## src/inc/ptp_pkg.sv

```systemverilog
// constants, field layout and carrier types for the threshold programming block
// assumes a 250 MHz core clock; pin levels arrive as logic levels from comparators
package ptp_pkg;

  // ----------------------------------------------------------------
  // timing
  // ----------------------------------------------------------------
  localparam int CLK_PERIOD_NS = 4;
  localparam int ENTRY_LOW_MS = 1;
  localparam int WATCH_WIN_MS = 2;
  localparam int WORD_END_US = 200;
  localparam int COMM_END_US = 200;
  localparam int INT_CLK_NS = 1000;
  localparam int ENTRY_LOW_CYC = (ENTRY_LOW_MS * 1_000_000 + CLK_PERIOD_NS - 1) / CLK_PERIOD_NS;
  localparam int WATCH_WIN_CYC = (WATCH_WIN_MS * 1_000_000) / CLK_PERIOD_NS;
  localparam int WORD_END_CYC = (WORD_END_US * 1_000 + CLK_PERIOD_NS - 1) / CLK_PERIOD_NS;
  localparam int COMM_END_CYC = (COMM_END_US * 1_000 + CLK_PERIOD_NS - 1) / CLK_PERIOD_NS;
  localparam int TICK_W = 8;
  localparam logic [TICK_W-1:0] INT_CLK_CYC = TICK_W'(INT_CLK_NS / CLK_PERIOD_NS);

  // ----------------------------------------------------------------
  // widths and word layout
  // ----------------------------------------------------------------
  localparam int CNT_W = 20;
  localparam int THR_W = 8;
  localparam int KF_W = 3;
  localparam int WORD_W = 13;
  localparam int FRAME_W = 14;
  localparam int NB_W = 4;
  localparam int CP_W = 14;
  localparam logic [NB_W-1:0] FRAME_LEN = 4'hd;
  localparam logic [NB_W-1:0] FRAME_FULL = 4'he;
  localparam int HDR_LSB = 10;
  localparam logic [2:0] WORD1_HDR = 3'h5;
  localparam int KF_LSB = 1;
  localparam int INV_BIT = 0;
  localparam logic [WORD_W-1:0] WORD2_PAT = 13'h17ff;
  localparam logic [THR_W-1:0] SAR_FIRST = 8'h80;
  localparam logic [2:0] SAR_TOP = 3'h7;
  // switching-level factor in hundredths of a percent
  localparam logic [CP_W-1:0] KF_BASE_CP = 14'hcaa;
  localparam logic [CP_W-1:0] KF_STEP_CP = 14'h271;

  // ----------------------------------------------------------------
  // types
  // ----------------------------------------------------------------
  typedef enum logic [1:0] {
    PTP_WATCH = 2'h0,
    PTP_TEST = 2'h1,
    PTP_RUN = 2'h3
  } ptp_mode_t;

  typedef struct packed {
    logic programmed;
    logic polarity;
    logic [KF_W-1:0] kfac;
    logic [THR_W-1:0] threshold;
  } ptp_cfg_t;

  typedef struct packed {
    logic supply_hi;
    logic out_low;
    logic field_above;
  } ptp_pins_t;

  localparam int PIN_W = $bits(ptp_pins_t);

endpackage : ptp_pkg

```

## src/ptp_sync.sv

```systemverilog
// two-stage synchroniser for a group of asynchronous levels
// assumes clk_en freezes it along with the rest of the block
`timescale 1ns/1ps
module ptp_sync #(
  parameter int W = 1
) (
  input wire logic clk,
  input wire logic rst_b,
  input wire logic clk_en,
  input wire logic [W-1:0] d,
  output logic [W-1:0] q
);

  logic [W-1:0] meta_reg;
  logic [W-1:0] q_reg;

  always_ff @(posedge clk or negedge rst_b)
  begin
    if (!rst_b)
    begin
      meta_reg <= '0;
      q_reg <= '0;
    end
    else if (clk_en)
    begin
      meta_reg <= d;
      q_reg <= meta_reg;
    end
  end

  assign q = q_reg;

endmodule : ptp_sync

```

## src/ptp_prog.sv

```systemverilog
// test-mode entry, supply-pin serial decoder and one-time threshold programming
// assumes supply and output pins come through comparators; fuse contents on otp_rd_i
// What the document requires
// station holds output low 1 ms
// copy command stores calibrated threshold permanently
// station sends header word then fixed word
// three-bit factor, msb first, fixed scale; block reads it lsb first from word bits 3:1
// polarity bit zero inverts the output
// long supply high ends test mode
// test entry starts successive approximation on field
// station waits ten internal clocks first
// station sources programming current via output
// lsb first, last fourteen pulses kept
// pulse duty encodes bit, clocks output bit
// programmed device refuses test mode entry
`timescale 1ns/1ps
module ptp_prog
  import ptp_pkg::*;
#(
  parameter int ENTRY_CYC = ENTRY_LOW_CYC,
  parameter int WATCH_CYC = WATCH_WIN_CYC,
  parameter int WORDEND_CYC = WORD_END_CYC,
  parameter int COMMEND_CYC = COMM_END_CYC
) (
  input wire logic clk,
  input wire logic rst_b,
  input wire logic clk_en,
  input wire logic supply_hi_i,
  input wire logic out_pin_i,
  input wire logic field_above_i,
  input wire logic cal_done_i,
  input wire logic [THR_W-1:0] cal_thr_i,
  input wire ptp_cfg_t otp_rd_i,
  output logic out_pin_o,
  output logic out_pin_oe_b,
  output logic test_mode_o,
  output logic otp_wr_o,
  output ptp_cfg_t otp_wd_o,
  output logic [THR_W-1:0] dac_o,
  output logic sar_done_o,
  output logic [CP_W-1:0] kfac_cp_o
);

  localparam logic [CNT_W-1:0] ENTRY_L = ENTRY_CYC[CNT_W-1:0];
  localparam logic [CNT_W-1:0] WATCH_L = WATCH_CYC[CNT_W-1:0];
  localparam logic [CNT_W-1:0] WORDEND_L = WORDEND_CYC[CNT_W-1:0];
  localparam logic [CNT_W-1:0] COMMEND_L = COMMEND_CYC[CNT_W-1:0];

  // ----------------------------------------------------------------
  // pin synchronisers
  // ----------------------------------------------------------------
  ptp_pins_t pins_raw;
  ptp_pins_t pins_s;

  assign pins_raw = {supply_hi_i, ~out_pin_i, field_above_i};

  ptp_sync #(.W(PIN_W)) u_sync (
    .clk(clk),
    .rst_b(rst_b),
    .clk_en(clk_en),
    .d(pins_raw),
    .q(pins_s)
  );

  // ----------------------------------------------------------------
  // mode: watch window, test mode, normal running
  // ----------------------------------------------------------------
  ptp_mode_t mode_reg, mode_next;
  logic [CNT_W-1:0] watch_reg, watch_next;
  logic [CNT_W-1:0] elow_reg, elow_next;
  logic in_test;
  logic enter_test;
  logic comm_end;

  always_comb
  begin
    mode_next = mode_reg;
    watch_next = watch_reg;
    elow_next = elow_reg;
    case (mode_reg)
      PTP_WATCH:
      begin
        watch_next = CNT_W'(watch_reg + 1'b1);
        elow_next = pins_s.out_low ? CNT_W'(elow_reg + 1'b1) : '0;
        if (otp_rd_i.programmed)
          mode_next = PTP_RUN;
        else if (elow_reg >= ENTRY_L)
          mode_next = PTP_TEST;
        else if (watch_reg >= WATCH_L)
          mode_next = PTP_RUN;
      end
      PTP_TEST:
      begin
        if (comm_end)
          mode_next = PTP_RUN;
      end
      PTP_RUN:
        mode_next = PTP_RUN;
      default:
        mode_next = PTP_WATCH;
    endcase
  end

  always_ff @(posedge clk or negedge rst_b)
  begin
    if (!rst_b)
    begin
      mode_reg <= PTP_WATCH;
      watch_reg <= '0;
      elow_reg <= '0;
    end
    else if (clk_en)
    begin
      mode_reg <= mode_next;
      watch_reg <= watch_next;
      elow_reg <= elow_next;
    end
  end

  assign in_test = (mode_reg == PTP_TEST);
  assign enter_test = (mode_reg == PTP_WATCH) && (mode_next == PTP_TEST);

  // ----------------------------------------------------------------
  // serial link on the supply pin
  // ----------------------------------------------------------------
  logic sup_prev_reg, sup_prev_next;
  logic armed_reg, armed_next;
  logic [CNT_W-1:0] hi_reg, hi_next;
  logic [CNT_W-1:0] lo_reg, lo_next;
  logic [FRAME_W-1:0] sr_reg, sr_next;
  logic [NB_W-1:0] nb_reg, nb_next;
  logic [WORD_W-1:0] tx_reg, tx_next;
  logic [NB_W-1:0] txl_reg, txl_next;
  logic pend_reg, pend_next;
  logic [KF_W-1:0] pk_reg, pk_next;
  logic pi_reg, pi_next;
  logic wr_reg, wr_next;
  ptp_cfg_t wd_reg, wd_next;
  logic sup_rise, bit_pulse, word_end, push, bit_val;
  logic [WORD_W-1:0] word;
  logic [THR_W-1:0] copy_thr;
  logic copy_ok;

  assign sup_rise = pins_s.supply_hi && !sup_prev_reg;
  assign bit_pulse = in_test && sup_rise && armed_reg && (lo_reg < WORDEND_L);
  assign word_end = in_test && armed_reg && !pins_s.supply_hi
                    && (lo_reg == CNT_W'(WORDEND_L - 1'b1));
  assign comm_end = in_test && armed_reg && pins_s.supply_hi
                    && (hi_reg == CNT_W'(COMMEND_L - 1'b1));
  assign push = bit_pulse || word_end;
  assign bit_val = (hi_reg > lo_reg);
  assign word = sr_reg[FRAME_W-1:1];
  assign copy_ok = cal_done_i || sar_done_o;
  assign copy_thr = cal_done_i ? cal_thr_i : dac_o;

  always_comb
  begin
    sup_prev_next = pins_s.supply_hi;
    armed_next = armed_reg;
    hi_next = hi_reg;
    lo_next = lo_reg;
    sr_next = sr_reg;
    nb_next = nb_reg;
    tx_next = tx_reg;
    txl_next = txl_reg;
    pend_next = pend_reg;
    pk_next = pk_reg;
    pi_next = pi_reg;
    wr_next = 1'b0;
    wd_next = wd_reg;
    if (!in_test)
    begin
      armed_next = 1'b0;
      hi_next = '0;
      lo_next = '0;
      nb_next = '0;
      pend_next = 1'b0;
    end
    else if (sup_rise)
    begin
      armed_next = 1'b1;
      hi_next = CNT_W'(1);
      lo_next = '0;
    end
    else if (pins_s.supply_hi)
      hi_next = (hi_reg < COMMEND_L) ? CNT_W'(hi_reg + 1'b1) : hi_reg;
    else
      lo_next = (lo_reg < WORDEND_L) ? CNT_W'(lo_reg + 1'b1) : lo_reg;
    if (push)
    begin
      sr_next = {bit_val, sr_reg[FRAME_W-1:1]};
      nb_next = (nb_reg < FRAME_FULL) ? NB_W'(nb_reg + 1'b1) : nb_reg;
      tx_next = {1'b1, tx_reg[WORD_W-1:1]};
      txl_next = (txl_reg != '0) ? NB_W'(txl_reg - 1'b1) : txl_reg;
    end
    if (word_end)
    begin
      nb_next = '0;
      tx_next = otp_rd_i;
      txl_next = FRAME_LEN;
      if (nb_reg >= FRAME_LEN)
      begin
        if (pend_reg && (word == WORD2_PAT))
        begin
          pend_next = 1'b0;
          if (copy_ok && !otp_rd_i.programmed)
          begin
            wr_next = 1'b1;
            wd_next = '{programmed: 1'b1, polarity: pi_reg, kfac: pk_reg, threshold: copy_thr};
          end
        end
        else if (word[WORD_W-1:HDR_LSB] == WORD1_HDR)
        begin
          pend_next = 1'b1;
          pk_next = word[KF_LSB +: KF_W];
          pi_next = word[INV_BIT];
        end
        else
          pend_next = 1'b0;
      end
    end
    if (enter_test)
    begin
      tx_next = otp_rd_i;
      txl_next = FRAME_LEN;
    end
  end

  always_ff @(posedge clk or negedge rst_b)
  begin
    if (!rst_b)
    begin
      sup_prev_reg <= 1'b0;
      armed_reg <= 1'b0;
      hi_reg <= '0;
      lo_reg <= '0;
      sr_reg <= '0;
      nb_reg <= '0;
      tx_reg <= '0;
      txl_reg <= '0;
      pend_reg <= 1'b0;
      pk_reg <= '0;
      pi_reg <= 1'b0;
      wr_reg <= 1'b0;
      wd_reg <= '0;
    end
    else if (clk_en)
    begin
      sup_prev_reg <= sup_prev_next;
      armed_reg <= armed_next;
      hi_reg <= hi_next;
      lo_reg <= lo_next;
      sr_reg <= sr_next;
      nb_reg <= nb_next;
      tx_reg <= tx_next;
      txl_reg <= txl_next;
      pend_reg <= pend_next;
      pk_reg <= pk_next;
      pi_reg <= pi_next;
      wr_reg <= wr_next;
      wd_reg <= wd_next;
    end
  end

  // ----------------------------------------------------------------
  // successive approximation of the offset converter
  // ----------------------------------------------------------------
  logic sbusy_reg, sbusy_next;
  logic sdone_reg, sdone_next;
  logic [2:0] sidx_reg, sidx_next;
  logic [TICK_W-1:0] tick_reg, tick_next;
  logic [THR_W-1:0] dac_reg, dac_next;

  always_comb
  begin
    sbusy_next = sbusy_reg;
    sdone_next = sdone_reg;
    sidx_next = sidx_reg;
    tick_next = tick_reg;
    dac_next = dac_reg;
    if (enter_test)
    begin
      sbusy_next = 1'b1;
      sdone_next = 1'b0;
      sidx_next = SAR_TOP;
      tick_next = '0;
      dac_next = SAR_FIRST;
    end
    else if (sbusy_reg)
    begin
      if (tick_reg == TICK_W'(INT_CLK_CYC - 1'b1))
      begin
        tick_next = '0;
        if (!pins_s.field_above)
          dac_next[sidx_reg] = 1'b0;
        if (sidx_reg == '0)
        begin
          sbusy_next = 1'b0;
          sdone_next = 1'b1;
        end
        else
        begin
          sidx_next = 3'(sidx_reg - 1'b1);
          dac_next[3'(sidx_reg - 1'b1)] = 1'b1;
        end
      end
      else
        tick_next = TICK_W'(tick_reg + 1'b1);
    end
  end

  always_ff @(posedge clk or negedge rst_b)
  begin
    if (!rst_b)
    begin
      sbusy_reg <= 1'b0;
      sdone_reg <= 1'b0;
      sidx_reg <= '0;
      tick_reg <= '0;
      dac_reg <= '0;
    end
    else if (clk_en)
    begin
      sbusy_reg <= sbusy_next;
      sdone_reg <= sdone_next;
      sidx_reg <= sidx_next;
      tick_reg <= tick_next;
      dac_reg <= dac_next;
    end
  end

  // ----------------------------------------------------------------
  // output pin and factor
  // ----------------------------------------------------------------
  logic drv_reg, drv_next;
  logic [CP_W-1:0] kcp_reg, kcp_next;

  always_comb
  begin
    kcp_next = CP_W'(KF_BASE_CP + KF_STEP_CP * {{(CP_W-KF_W){1'b0}}, otp_rd_i.kfac});
    case (mode_reg)
      PTP_TEST:
        drv_next = (txl_reg != '0) && !tx_reg[0];
      PTP_RUN:
        drv_next = (otp_rd_i.programmed && !otp_rd_i.polarity)
                   ? !pins_s.field_above : pins_s.field_above;
      default:
        drv_next = 1'b0;
    endcase
  end

  always_ff @(posedge clk or negedge rst_b)
  begin
    if (!rst_b)
    begin
      drv_reg <= 1'b0;
      kcp_reg <= '0;
    end
    else if (clk_en)
    begin
      drv_reg <= drv_next;
      kcp_reg <= kcp_next;
    end
  end

  assign out_pin_o = 1'b0;
  assign out_pin_oe_b = !drv_reg;
  assign test_mode_o = in_test;
  assign otp_wr_o = wr_reg;
  assign otp_wd_o = wd_reg;
  assign dac_o = dac_reg;
  assign sar_done_o = sdone_reg;
  assign kfac_cp_o = kcp_reg;
endmodule : ptp_prog

```

## config.mk

```make
export PLATFORM = sky130hd
export DESIGN_NAME = ptp_prog
export DESIGN_NICKNAME = d
export VERILOG_FILES = /design/src/inc/ptp_pkg.sv /design/src/ptp_sync.sv /design/src/ptp_prog.sv
export SDC_FILE = /design/constraint.sdc
export NUM_CORES = 1
export LEC_CHECK = 0
export BUFFER_PORTS_ARGS = -buffer_cell sky130_fd_sc_hd__buf_2
export CORE_MARGIN = 5
export CORE_UTILIZATION = 55
export CTS_BUF_LIST = sky130_fd_sc_hd__clkbuf_16
export DETAILED_ROUTE_END_ITERATION = 8
export GPL_ROUTABILITY_DRIVEN = 0
export GPL_TIMING_DRIVEN = 1
export PLACE_DENSITY = 0.77
export SYNTH_ARGS = -nofsm -noshare
export SYNTH_HDL_FRONTEND = slang
export SYNTH_SLANG_ARGS = --single-unit
```

## constraint.sdc

```tcl
create_clock -name clk -period 2.5 [get_ports clk]
set_input_delay 0.75 -clock clk [delete_from_list [all_inputs] [get_ports clk]]
set_output_delay 0.75 -clock clk [all_outputs]
set_load 0.02 [all_outputs]
```

### After elaboration in Yosys (flattened, before gate mapping)

Cells that the tools add are included.

| storage, ports and cells | value |
|---|---|
| flip-flop bits (word level) | 180 |
| output and inout port bits | 40 |
| logic and storage cells | 183 |

| operators by class | value |
|---|---|
| add/subtract/negate cells | 9 |
| multiply operators | 1 |
| magnitude comparators | 11 |
| eq/ne operators | 16 |
| muxes and demuxes | 66 |
| bitwise gates (word level) | 5 |
| reduce and logical (&&, ||, !) cells | 47 |

Operator list:

| kind | number |
|---|---|
| $mux 20 | 9 |
| $mux 8 | 12 |
| $add 20x1->20 const B | 4 |
| $eq 20x16->1 const B | 2 |
| $lt 20x16->1 const B | 2 |
| $mux 13 | 3 |
| $mux 4 | 8 |
| $mux 1 | 22 |
| $ge 20x18->1 const B | 1 |
| $ge 20x19->1 const B | 1 |
| $gt 20x20->1 | 1 |
| $logic_and 1x1->1 | 16 |
| $reduce_and 3->1 | 5 |
| $add 12x13->14 const A | 1 |
| $eq 13x13->1 const B | 1 |
| $mul 10x3->13 const A | 1 |
| $mux 3 | 4 |
| $ne 3x1->1 const B | 4 |
| $reduce_and 2->1 | 5 |
| $reduce_and 5->1 | 2 |
| $add 8x1->8 const B | 1 |
| $and 8x8->8 | 1 |
| $eq 8x8->1 const B | 1 |
| $lt 3x4->1 const B | 2 |
| 28 further kinds | 46 |

### Logic depth before layout (Yosys ltp)

Gate-level depths: netlist (run 1).

| depth | value |
|---|---|
| depth in word-level cells | 15 |
| gate-level depth with buffers | 10 |

### By module

Synthesis (run 1) repeated with hierarchy kept, for this count alone.

| unflattened totals | value |
|---|---|
| cells, all modules | 942 |
| area total of the unflattened synthesis | 9556.7 um^2 |

By module, submodules not included:

| module | times used | cells each | area an instance (um^2) |
|---|---|---|---|
| ptp_prog | 1 | 929 | 9305.2 |
| ptp_sync | 1 | 13 | 251.5 |

### Worst setup path after synthesis (run 1)

No wires, ideal clock.

| timing path | value |
|---|---|
| path kind | input to register |
| from | in otp_rd_i[8] (netlist bit) |
| to | reg kcp_reg[12] (netlist: kfac_cp_o[12]) |
| arrival time | 2.491 ns |
| setup slack | -0.115 ns |
| stages | 8 |
| cells stage by stage | fa_1 -> fa_1 -> nand3_1 -> o21ai_0 -> and3_1 -> o21ai_0 -> xor2_1 -> mux2_2 |

| on the way | value |
|---|---|
| word-level cells in the longest chain between the ends | 2 |

Ends and longest elaborated chain:

| what | line | source |
|---|---|---|
| from (decl) | ptp_prog.sv:33 | `input wire ptp_cfg_t otp_rd_i,` |
| $mul 10x3->13 | ptp_prog.sv:340 | `kcp_next = CP_W'(KF_BASE_CP + KF_STEP_CP * {{(CP_W-KF_W){1'b0}}, otp_rd_i.kfac});` |
| $add 12x13->14 | ptp_prog.sv:340 |  |
| to (signal assigned) | ptp_prog.sv:362 | `kcp_reg <= kcp_next;` |
| to (decl) | ptp_prog.sv:336 | `logic [CP_W-1:0] kcp_reg, kcp_next;` |

No other way between the ends.
A chain may end at the register's enable or synchronous reset.

### Worst setup path after layout (run 1)

| timing path | value |
|---|---|
| from | reg lo_reg[10] |
| to | reg sr_reg[13] |

| on the way | value |
|---|---|
| word-level cells in the longest chain between the ends | 4 |
| elaborated cells between the ends (all ways) | 7 |
| classes of those cells | order compare (2); eq/ne (1); reduce/logical (4) |

Ends and longest elaborated chain:

| what | line | source |
|---|---|---|
| from (decl) | ptp_prog.sv:129 | `logic [CNT_W-1:0] lo_reg, lo_next;` |
| from (signal assigned) | ptp_prog.sv:252 | `lo_reg <= lo_next;` |
| $lt 20x16->1 or $eq 20x16->1 (tied branches) | ptp_prog.sv:145, ptp_prog.sv:147 |  |
| $logic_and 1x1->1, on equally long branches | ptp_prog.sv:145, ptp_prog.sv:147 |  |
| $logic_or 1x1->1 | ptp_prog.sv:150 | `assign push = bit_pulse \|\| word_end;` |
| $reduce_and 2->1 (no line) | - |  |
| to (signal assigned) | ptp_prog.sv:253 | `sr_reg <= sr_next;` |
| to (decl) | ptp_prog.sv:130 | `logic [FRAME_W-1:0] sr_reg, sr_next;` |

Several ways; a longest one is shown, not always the timed one.

==> results of run 1 <==
==> report_power, final <==
part / total (W) / internal, W / switching, W
sequential: 0.00348 / 0.00321 / 0.000271
combinational: 0.00146 / 0.000618 / 0.000839
clock: 0.00270 / 0.00150 / 0.00120
==> placed cells by master, fill, tap and decap left out, types with 13 or more instances in the layout <==
cell | Yosys | final
dfrtp_1 | 179 | 179
nor2_1 | 92 | 92
nand2_1 | 80 | 80
buf_4 | 1 | 71
buf_2 | 4 | 65
a21oi_1 | 59 | 57
o21ai_0 | 62 | 56
inv_1 | 46 | 47
ha_1 | 47 | 47
xnor2_1 | 42 | 42
nand3_1 | 35 | 35
mux2_2 | 32 | 32
nor3_1 | 29 | 28
nand4_1 | 27 | 27
xor2_1 | 23 | 23
and3_1 | 17 | 17
mux2i_1 | 17 | 17
clkbuf_16 | 0 | 17
or3_1 | 15 | 15
nor4_1 | 13 | 13
==> kinds of logic (layout without fill, tap and decap cells) <==
kind of cell / Yosys count / after routing / share of synthesized area (%)
xor gates and xnor gates: 65 / 65 / 6.027
DFF: 179 / 179 / 47.42
AOI/OAI and AO/OA: 175 / 175 / 10.88
and+or+nand+nor: 364 / 364 / 19.50
buffers and inverters: 85 / 219 / 3.550
other: 1 / 1 / 0.03970
muxes: 51 / 51 / 5.935
adders and majority gates: 49 / 49 / 6.650
==> metrics by stage <==
stage,util (%),cells
after floorplan,-,969
after global placement,61.57,1293
after detailed placement,61.57,1293
after CTS,65.18,1325
after global routing,65.46,1328
final,65.46,1328
==> timing repair <==
action / 4_1_cts / 5_1_grt
setup buffers: 0 / 3
cloned: 0 / 0
endpoints found under the hold margin: 0 / 0
gates resized for setup: 4 / 8
endpoints found under the setup margin: 10 / 28
pin swaps: 0 / 4
==> worst register-to-register path, delay by kind of cell, from the launching register on <==
family	cells	cell delay, ns
simple gates	2	0.79
buf+inv	2	0.37
compound gates	4	0.81
flops	1	0.38
==> per-layer routing <==
layer / GRT usage, % / part of all wire (%) / vias up
met5: 0 / 0 / -
met4: 7.445 / 2.2 / 0
met3: 4.885 / 4.3 / 46
met2: 36.92 / 48 / 202
met1: 31.18 / 45 / 3687
li1: - / - / 3657
==> worst paths after layout <==
path	from	end	slack, ns	cells past startpoint
worst max-delay path	lo_reg[10]	sr_reg[13]	0.05	8
worst min-delay path	rst_b	otp_wd_o[3]	0.15	1
worst max register to register	lo_reg[10]	sr_reg[13]	0.05	8
worst min register to register	otp_wd_o[12]	otp_wd_o[12]	0.46	1
max in group asynchronous	rst_b	hi_reg[13]	1.69	2
min in group clk	otp_wd_o[12]	otp_wd_o[12]	0.46	1
==> cell type report <==
class / count / share of cell area (%)
Timing Repair Buffer: 141 / 8.505
Clock buffer: 17 / 3.810
Sequential cell: 179 / 40.12
Multi-Input combinational cell: 705 / 42.00
Tap cell: 225 / 2.521
Clock inverter: 15 / 1.502
Inverter: 46 / 1.546
==> flow_summary.toml, run 1 <==
[die]
die_h_um = 141.0
coreArea_um2 = 17060
die_w_um = 141.0
die_area_um2 = 19890
rows = 48
start_util_pct = 55.38
io_pins = 68

[sta]
worstMarginPinSlew_ns = 0.6683
drv_slew = 0
final.min_clock_period_ns = 2.447
fin_hold_ws_ns = 0.1530
fin_worst_skew_ns = 0.01008
setup_tns_ns = 0
setup_violations = 0
finalCritPeriodShare_pct = 97.90
maxSlewHeadroom_pct = 55.35
hold_viol = 0
setup_ws_ns = 0.05257
fmax_mhz = 408.6

[finish]
fin_area_um2 = 11170
drive_gt1_share_pct = 20.13
multi_input_area_um2 = 4690
fillers = 1330
diodes = 0
area_delta_synth_final_pct = 18.21
seqCellArea_um2 = 4479
nets = 1167

[placed_design]
place_ws_ns = -0.2702
post-dp-hpwl_um = 15360
io_buffer_count = 66
dpl_cell_area_um2 = 10500

[clock_tree]
cts_hold_buf = 0
cts_made_buffers = 17
cts_tree = "yes"
clk-insertion-delay-late_ns = 0.43
cts_root_buf = "clkbuf_16"
clk_pin_slew_ns = 0.07
cts_sinks = 179
cts_max_level = 4
clk_path_buf_depth = 2

[setup_path]
worst-path-max-fanout = 14
cp-end-kind = "register"
worstSetupPathType = "register to register"
critical-path-max-stage-delay_ns = 0.59
cp.arrival_ns = 2.78
crit_top_cell = "buf_4"
path_buf_inv = 2
start_kind = "register"
crit_required_ns = 2.84
path_cells = "or4_4 -> o311ai_4 -> buf_4 -> a22oi_1 -> nand2b_1 -> buf_4 -> o21bai_1 -> o21ai_0"
crit_family = "compound AO/OA/AOI/OAI gates"
slowest_stage = "or4_4"

[route]
avgViaCountPerCell = 5.717
wirelength_um = 21850
route.detailed.drc = 0
vias = 7592
wl_per_cell_um = 16.45
drt_iter0_markers = 454
firstDrtPassIters = 5
ant_nets = 0

[grt]
grt_overflow_total = 0
grt_pass1_wl_um = 37430
grt_max_degree = 72
grt_pass1_vias = 7540
grt_antenna_before_repair = 0
track_usage_pct = 22.92

[synthesis]
avgSynthCellArea_um2 = 9.747
syn_inst = 969
ys_types = 64
ys_top_cells_by_count = "dfrtp_1 (179), nor2_1 (92), nand2_1 (80)"
synth.most_common_cell = "dfrtp_1"
synth_edf_count = 0
synth_top_area_share_pct = 47.42
synth_flop_cell = "dfrtp_1"
synth_area_leaders = "dfrtp_1 (47%), ha_1 (6.2%), xnor2_1 (3.9%), mux2_2 (3.8%), nor2_1 (3.7%)"
async_flop_share_pct = 100.0
yosys.area.top_type = "dfrtp_1"
synth_fp_nets = 1046
ys.warnings.count = 0
syn_area_um2 = 9445
synth-seq-cells = 179
yosysSeqAreaShare_pct = 47.42

[power_and_ir_drop]
p_total_w = 0.007638
ir_worst_vdd_mv = 0.5510
powerDensity_nw_per_um2 = 684.1
power.leakage_nw = 5.251

[job]
drv_cap = 0

[status]
outcome = "finished clean"

[worst_hold_path]
hold_path.class = "primary input to async pin"
Power figures use the tool's default switching activity.
==> run 2: changes to the inputs <==
--- a/config.mk
+++ b/config.mk
@@ -14,3 +14,4 @@
 export GPL_TIMING_DRIVEN = 1
-export PLACE_DENSITY = 0.77
+export PLACE_DENSITY_LB_ADDON = 0.08
+export REMOVE_ABC_BUFFERS = 1
 export SYNTH_ARGS = -nofsm -noshare
--- a/constraint.sdc
+++ b/constraint.sdc
@@ -3,2 +3,2 @@
 set_output_delay 0.75 -clock clk [all_outputs]
-set_load 0.02 [all_outputs]
+set_load 0.05 [all_outputs]
==> run 2 against run 1 <==
Effect of this change:
- critical path depth up 1
- non-clock buffer count up 13
- core utilization up 1.0 points
- clock power down 3%
- hold slack better by 0.090 ns
- clock-buffer cell count unchanged
- largest cell class unchanged
- via count down 2.1%
==> flow_summary.toml, run 2 (synthesized netlist as in run 1, its figures left out) <==
[sta]
worstMarginPinSlew_ns = 0.5231
final.min_clock_period_ns = 2.418
maxSlewHeadroom_pct = 65.04
setup_tns_ns = 0
fmax_mhz = 413.6
finalCritPeriodShare_pct = 96.71
hold_viol = 0
drv_slew = 0
fin_worst_skew_ns = 0.007849
rsz0062_at_grt = "no"
setup_violations = 0

[clock_tree]
clk_path_buf_depth = 2
cts_tree = "yes"
cts_made_buffers = 17
cts_max_level = 4
cts_sinks = 179
cts_root_buf = "clkbuf_16"
cts_hold_buf = 0
clk-insertion-delay-late_ns = 0.43
clk_pin_slew_ns = 0.07

[grt]
met1_usage_pct = 30.78
use_met3_pct = 4.274
grt_pass1_wl_um = 35980
track_usage_pct = 21.98
grt_antenna_before_repair = 0
grt_overflow_total = 0
grt_max_degree = 46
top_usage_layer = "met2"
gr-usage-met2_pct = 35.89
grt_pass1_vias = 7263

[placed_design]
post-dp-hpwl_um = 15340
dpl_cell_area_um2 = 10640
io_buffer_count = 66

[route]
wirelength_um = 21080
vias = 7435
avgViaCountPerCell = 5.544
route.detailed.drc = 0
firstDrtPassIters = 5
wl_per_cell_um = 15.72
drt_iter0_markers = 433
ant_nets = 0

[die]
die_area_um2 = 19890
die_w_um = 141.0
coreArea_um2 = 17060
die_h_um = 141.0
rows = 48
io_pins = 68
start_util_pct = 55.38

[setup_path]
path_cells = "buf_2 -> fa_1 -> fa_1 -> nand3_1 -> o21ai_0 -> and3_1 -> o21ai_0 -> xor2_1 -> mux2_2"
critical-path-max-stage-delay_ns = 0.46
timing.rr.start = "lo_reg[13]"
timing.rr.end = "pk_reg[2]"
r2r_slack_ns = 0.11
ff2ff_path_depth = 7
worst-path-max-fanout = 4
worstSetupPathType = "primary input to register"
cp-end-kind = "register"
cp.arrival_ns = 2.73
slowest_stage = "fa_1"
crit_required_ns = 2.81
start_kind = "primary input"

[finish]
diodes = 0
area_delta_synth_final_pct = 20.04
fin_util_pct = 66.48
layout_commonest_cell = "dfrtp_1"
fin_area_um2 = 11340
drive_gt1_share_pct = 21.68
nets = 1180
final_cell_mix = "dfrtp_1 (179), nor2_1 (92), nand2_1 (80), buf_4 (80), buf_2 (65)"

[status]
outcome = "finished clean"

[power_and_ir_drop]
ir_worst_vdd_mv = 0.6250
power.leakage_nw = 5.322
powerDensity_nw_per_um2 = 673.0
p_total_w = 0.007630

[worst_hold_path]
hold_path.class = "primary input to async pin"

[job]
drv_cap = 0
==> run 2: changes by cell type in the layout (fill, tap and decap cells not counted), sizes merged <==
| cell | delta |
|---|---|
| buf | +12 |
| bufinv | -1 |
| clkbuf | +1 |
| clkinv | +2 |
| clkinvlp | +3 |
| inv | -4 |
==> run 2: layer usage <==
| layer | routed length, um | share of wire [%] |
|---|---|---|
| met5 | 0 | 0 |
| met4 | 190 | 0.90 |
| met1 | 9863 | 47 |
| met3 | 775 | 3.7 |
| met2 | 10250 | 49 |
==> run 2: area by class of cell <==
type,instances,area (um^2)
fill,1404,5718
multi-input combinational,705,4748
sequential,179,4479
timing repair buffer,154,1082
clock buffer,17,425.4
tap,225,281.5
inverter,46,172.7
clock inverter,15,148.9
==> run 2: through the flow <==
step,hold slack [ns],setup slack (ns),std cells
floorplan,0.4385,-0.8804,930
detailed placement,0.4496,-0.3423,1308
finish,0.2433,0.08229,1341
CTS,0.2636,0.009122,1340
global placement,0.4461,-0.2970,1308
global route,0.2757,0.004915,1341
==> run 2: worst max-delay path: cells and delay by family <==
kind | cells | cell delay (ns)
buffers and inverters | 1 | 0.13
AO/OA/AOI/OAI | 2 | 0.31
AND/OR/NAND/NOR | 2 | 0.28
adder cells (fa/ha/maj) | 2 | 0.90
multiplexers | 1 | 0.27
XOR/XNOR | 1 | 0.09
==> run 2: repair_timing <==
action / 4_1_cts / 5_1_grt
pin swaps: 1 / 7
setup endpoints to repair: 17 / 24
resized for setup: 4 / 18
hold endpoints to repair: 0 / 0
buffers inserted: 0 / 1
==> run 2: worst max-delay path by stage <==
stage / startpoint / endpoint / slack [ns] / cells past startpoint
3_5_place_dp: otp_rd_i[8] / kfac_cp_o[12] / -0.34 / 9
6_report: otp_rd_i[8] / kfac_cp_o[12] / 0.08 / 9
4_1_cts: lo_reg[13] / otp_wd_o[11] / 0.009 / 6
3_3_place_gp: otp_rd_i[8] / kfac_cp_o[12] / -0.30 / 9
2_1_floorplan: clk_en / lo_reg[10] / -0.88 / 6
5_1_grt: otp_rd_i[8] / kfac_cp_o[12] / 0.005 / 9
==> run 2: power breakdown <==
part	internal (W)	total, W	switching (W)
Sequential	0.00321	0.00348	0.000272
Combinational	0.000629	0.00154	0.000907
Clock	0.00140	0.00261	0.00121
Total	0.00524	0.00763	0.00239
==> run 3: changes to the inputs <==
==> constraint.sdc (replaced) <==
create_clock -name clk -period 2.2 [get_ports clk]
set_input_delay 0.33 -clock clk [delete_from_list [all_inputs] [get_ports clk]]
set_output_delay 0.33 -clock clk [all_outputs]
set_load 0.05 [all_outputs]
==> run 3 against run 2 <==
Effect of this change:
- the flow now finishes with violations (setup timing)
- clock-buffer cell count unchanged
- final area increased by 4.5%
- first-iteration DRC count increased by 0.46%
- die area unchanged
- hold slack got worse by 0.12 ns
- clock skew increased by 0.0046 ns
- largest cell class unchanged
==> flow_summary.toml, run 3 (synthesized netlist as in run 1, its figures left out) <==
[sta]
maxSlewHeadroom_pct = 60.76
setup_violations = 63
final.min_clock_period_ns = 2.388
drv_slew = 0
fin_worst_skew_ns = 0.01248
hold_viol = 0
fmax_mhz = 418.8
fin_hold_ws_ns = 0.1257
rsz0062_at_grt = "yes"
finalCritPeriodShare_pct = 108.5
setup_ws_ns = -0.1876
worstMarginPinSlew_ns = 0.5864

[route]
route.detailed.drc = 0
drt_iter0_markers = 435
avgViaCountPerCell = 5.535
wirelength_um = 21990
wl_per_cell_um = 16.02
firstDrtPassIters = 5
vias = 7600
ant_nets = 0

[worst_hold_path]
hold_path.class = "primary input to register"

[clock_tree]
cts_made_buffers = 17
clk_path_buf_depth = 2
cts_root_buf = "clkbuf_16"
cts_sinks = 179
cts_max_level = 4
cts_tree = "yes"
clk-insertion-delay-late_ns = 0.43
clk_pin_slew_ns = 0.07

[setup_path]
startpoint = "lo_reg[10]"
endpoint = "sr_reg[5]"
worstSetupPathType = "register to register"
cp-end-kind = "register"
start_kind = "register"
ff2ff_path_depth = 8
timing.rr.end = "sr_reg[5]"
worst-path-max-fanout = 12
r2r_slack_ns = -0.19
crit_required_ns = 2.52
timing.rr.start = "lo_reg[10]"
cp.arrival_ns = 2.71

[die]
die_w_um = 141.0
rows = 48
io_pins = 68
coreArea_um2 = 17060
die_area_um2 = 19890
die_h_um = 141.0
start_util_pct = 55.38

[finish]
drive_gt1_share_pct = 25.96
fin_util_pct = 69.50
diodes = 0
fillers = 1304
nets = 1212
area_delta_synth_final_pct = 25.50
layout_commonest_cell = "dfrtp_1"
seqCellArea_um2 = 4481
final_cell_mix = "dfrtp_1 (178), buf_4 (103), nor2_1 (89)"
final_cells = 1373
multi_input_area_um2 = 4954

[placed_design]
post-dp-hpwl_um = 15420
dp.cells = 1329
place_ws_ns = -0.3508
io_buffer_count = 66

[power_and_ir_drop]
p_total_w = 0.008984
ir_worst_vdd_mv = 0.6452
powerDensity_nw_per_um2 = 757.9
power.leakage_nw = 5.600

[grt]
grt_antenna_before_repair = 0
grt_overflow_total = 0
grt_pass1_wl_um = 37200
grt_max_degree = 62
grt_pass1_vias = 7552
track_usage_pct = 22.91

[job]
drv_cap = 0

[status]
outcome = "complete, but fails checks"
violations = "setup timing"
[run 3: what timing repair did]
action | CTS | global route
pin swaps | 17 | 33
buffers inserted | 3 | 6
hold buffers | 1 | 0
gates cloned | 1 | 1
endpoints found under the hold margin | 57 | 0
endpoints found under the setup margin | 64 | 78
resized for setup | 52 | 38
[run 3: power by group]
group	total [W]	leakage, nW	switching (W)	internal [W]
clock	0.00308	0.276	0.00131	0.00178
combinational	0.00194	2.96	0.00112	0.000813
sequential	0.00397	2.37	0.000316	0.00365
[run 3: stage by stage]
stage / instance area, um^2 / TNS (ns)
after floorplan: 9283 / -42.55
after global placement: 10800 / -9.226
after detailed placement: 10800 / -12.62
after CTS: 11650 / -3.877
after global routing: 11850 / -12.43
final: 11850 / -8.011
[run 3: layout make-up]
type	count	area share, %
Multi-Input combinational cell	705	41.79
Inverter	46	1.457
Timing Repair Buffer	186	11.60
Clock buffer	17	3.589
Sequential cell	179	37.80
Tap cell	225	2.375
Clock inverter	15	1.393
[run 3: worst max-delay path: stages (launching register included)]
cell and delay [ns]:
dfrtp_1 0.39, or4_4 0.55, buf_6 0.15, o311ai_4 0.36
a22oi_2 0.11, buf_4 0.15, nand2b_4 0.15, buf_12 0.15
mux2_2 0.27
[run 3: worst min path at each step]
stage                  startpoint                  to  slack, ns  cells past startpoint
floorplan                   rst_b           armed_reg       0.03                      0
global placement            rst_b       watch_reg[11]       0.36                      1
detailed placement          rst_b       watch_reg[10]       0.37                      1
CTS                 field_above_i  u_sync.meta_reg[0]       0.12                      2
global route        field_above_i  u_sync.meta_reg[0]       0.12                      2
finish              field_above_i  u_sync.meta_reg[0]       0.13                      2
[run 3: routing by layer]
metal / global-route usage, % / up-vias / wire, um
met1: 31.92 / 3666 / 10120
met3: 4.206 / 31 / 939
met4: 5.405 / 0 / 312
li1: - / 3750 / -
met5: 0 / - / 0
met2: 37.53 / 153 / 10620
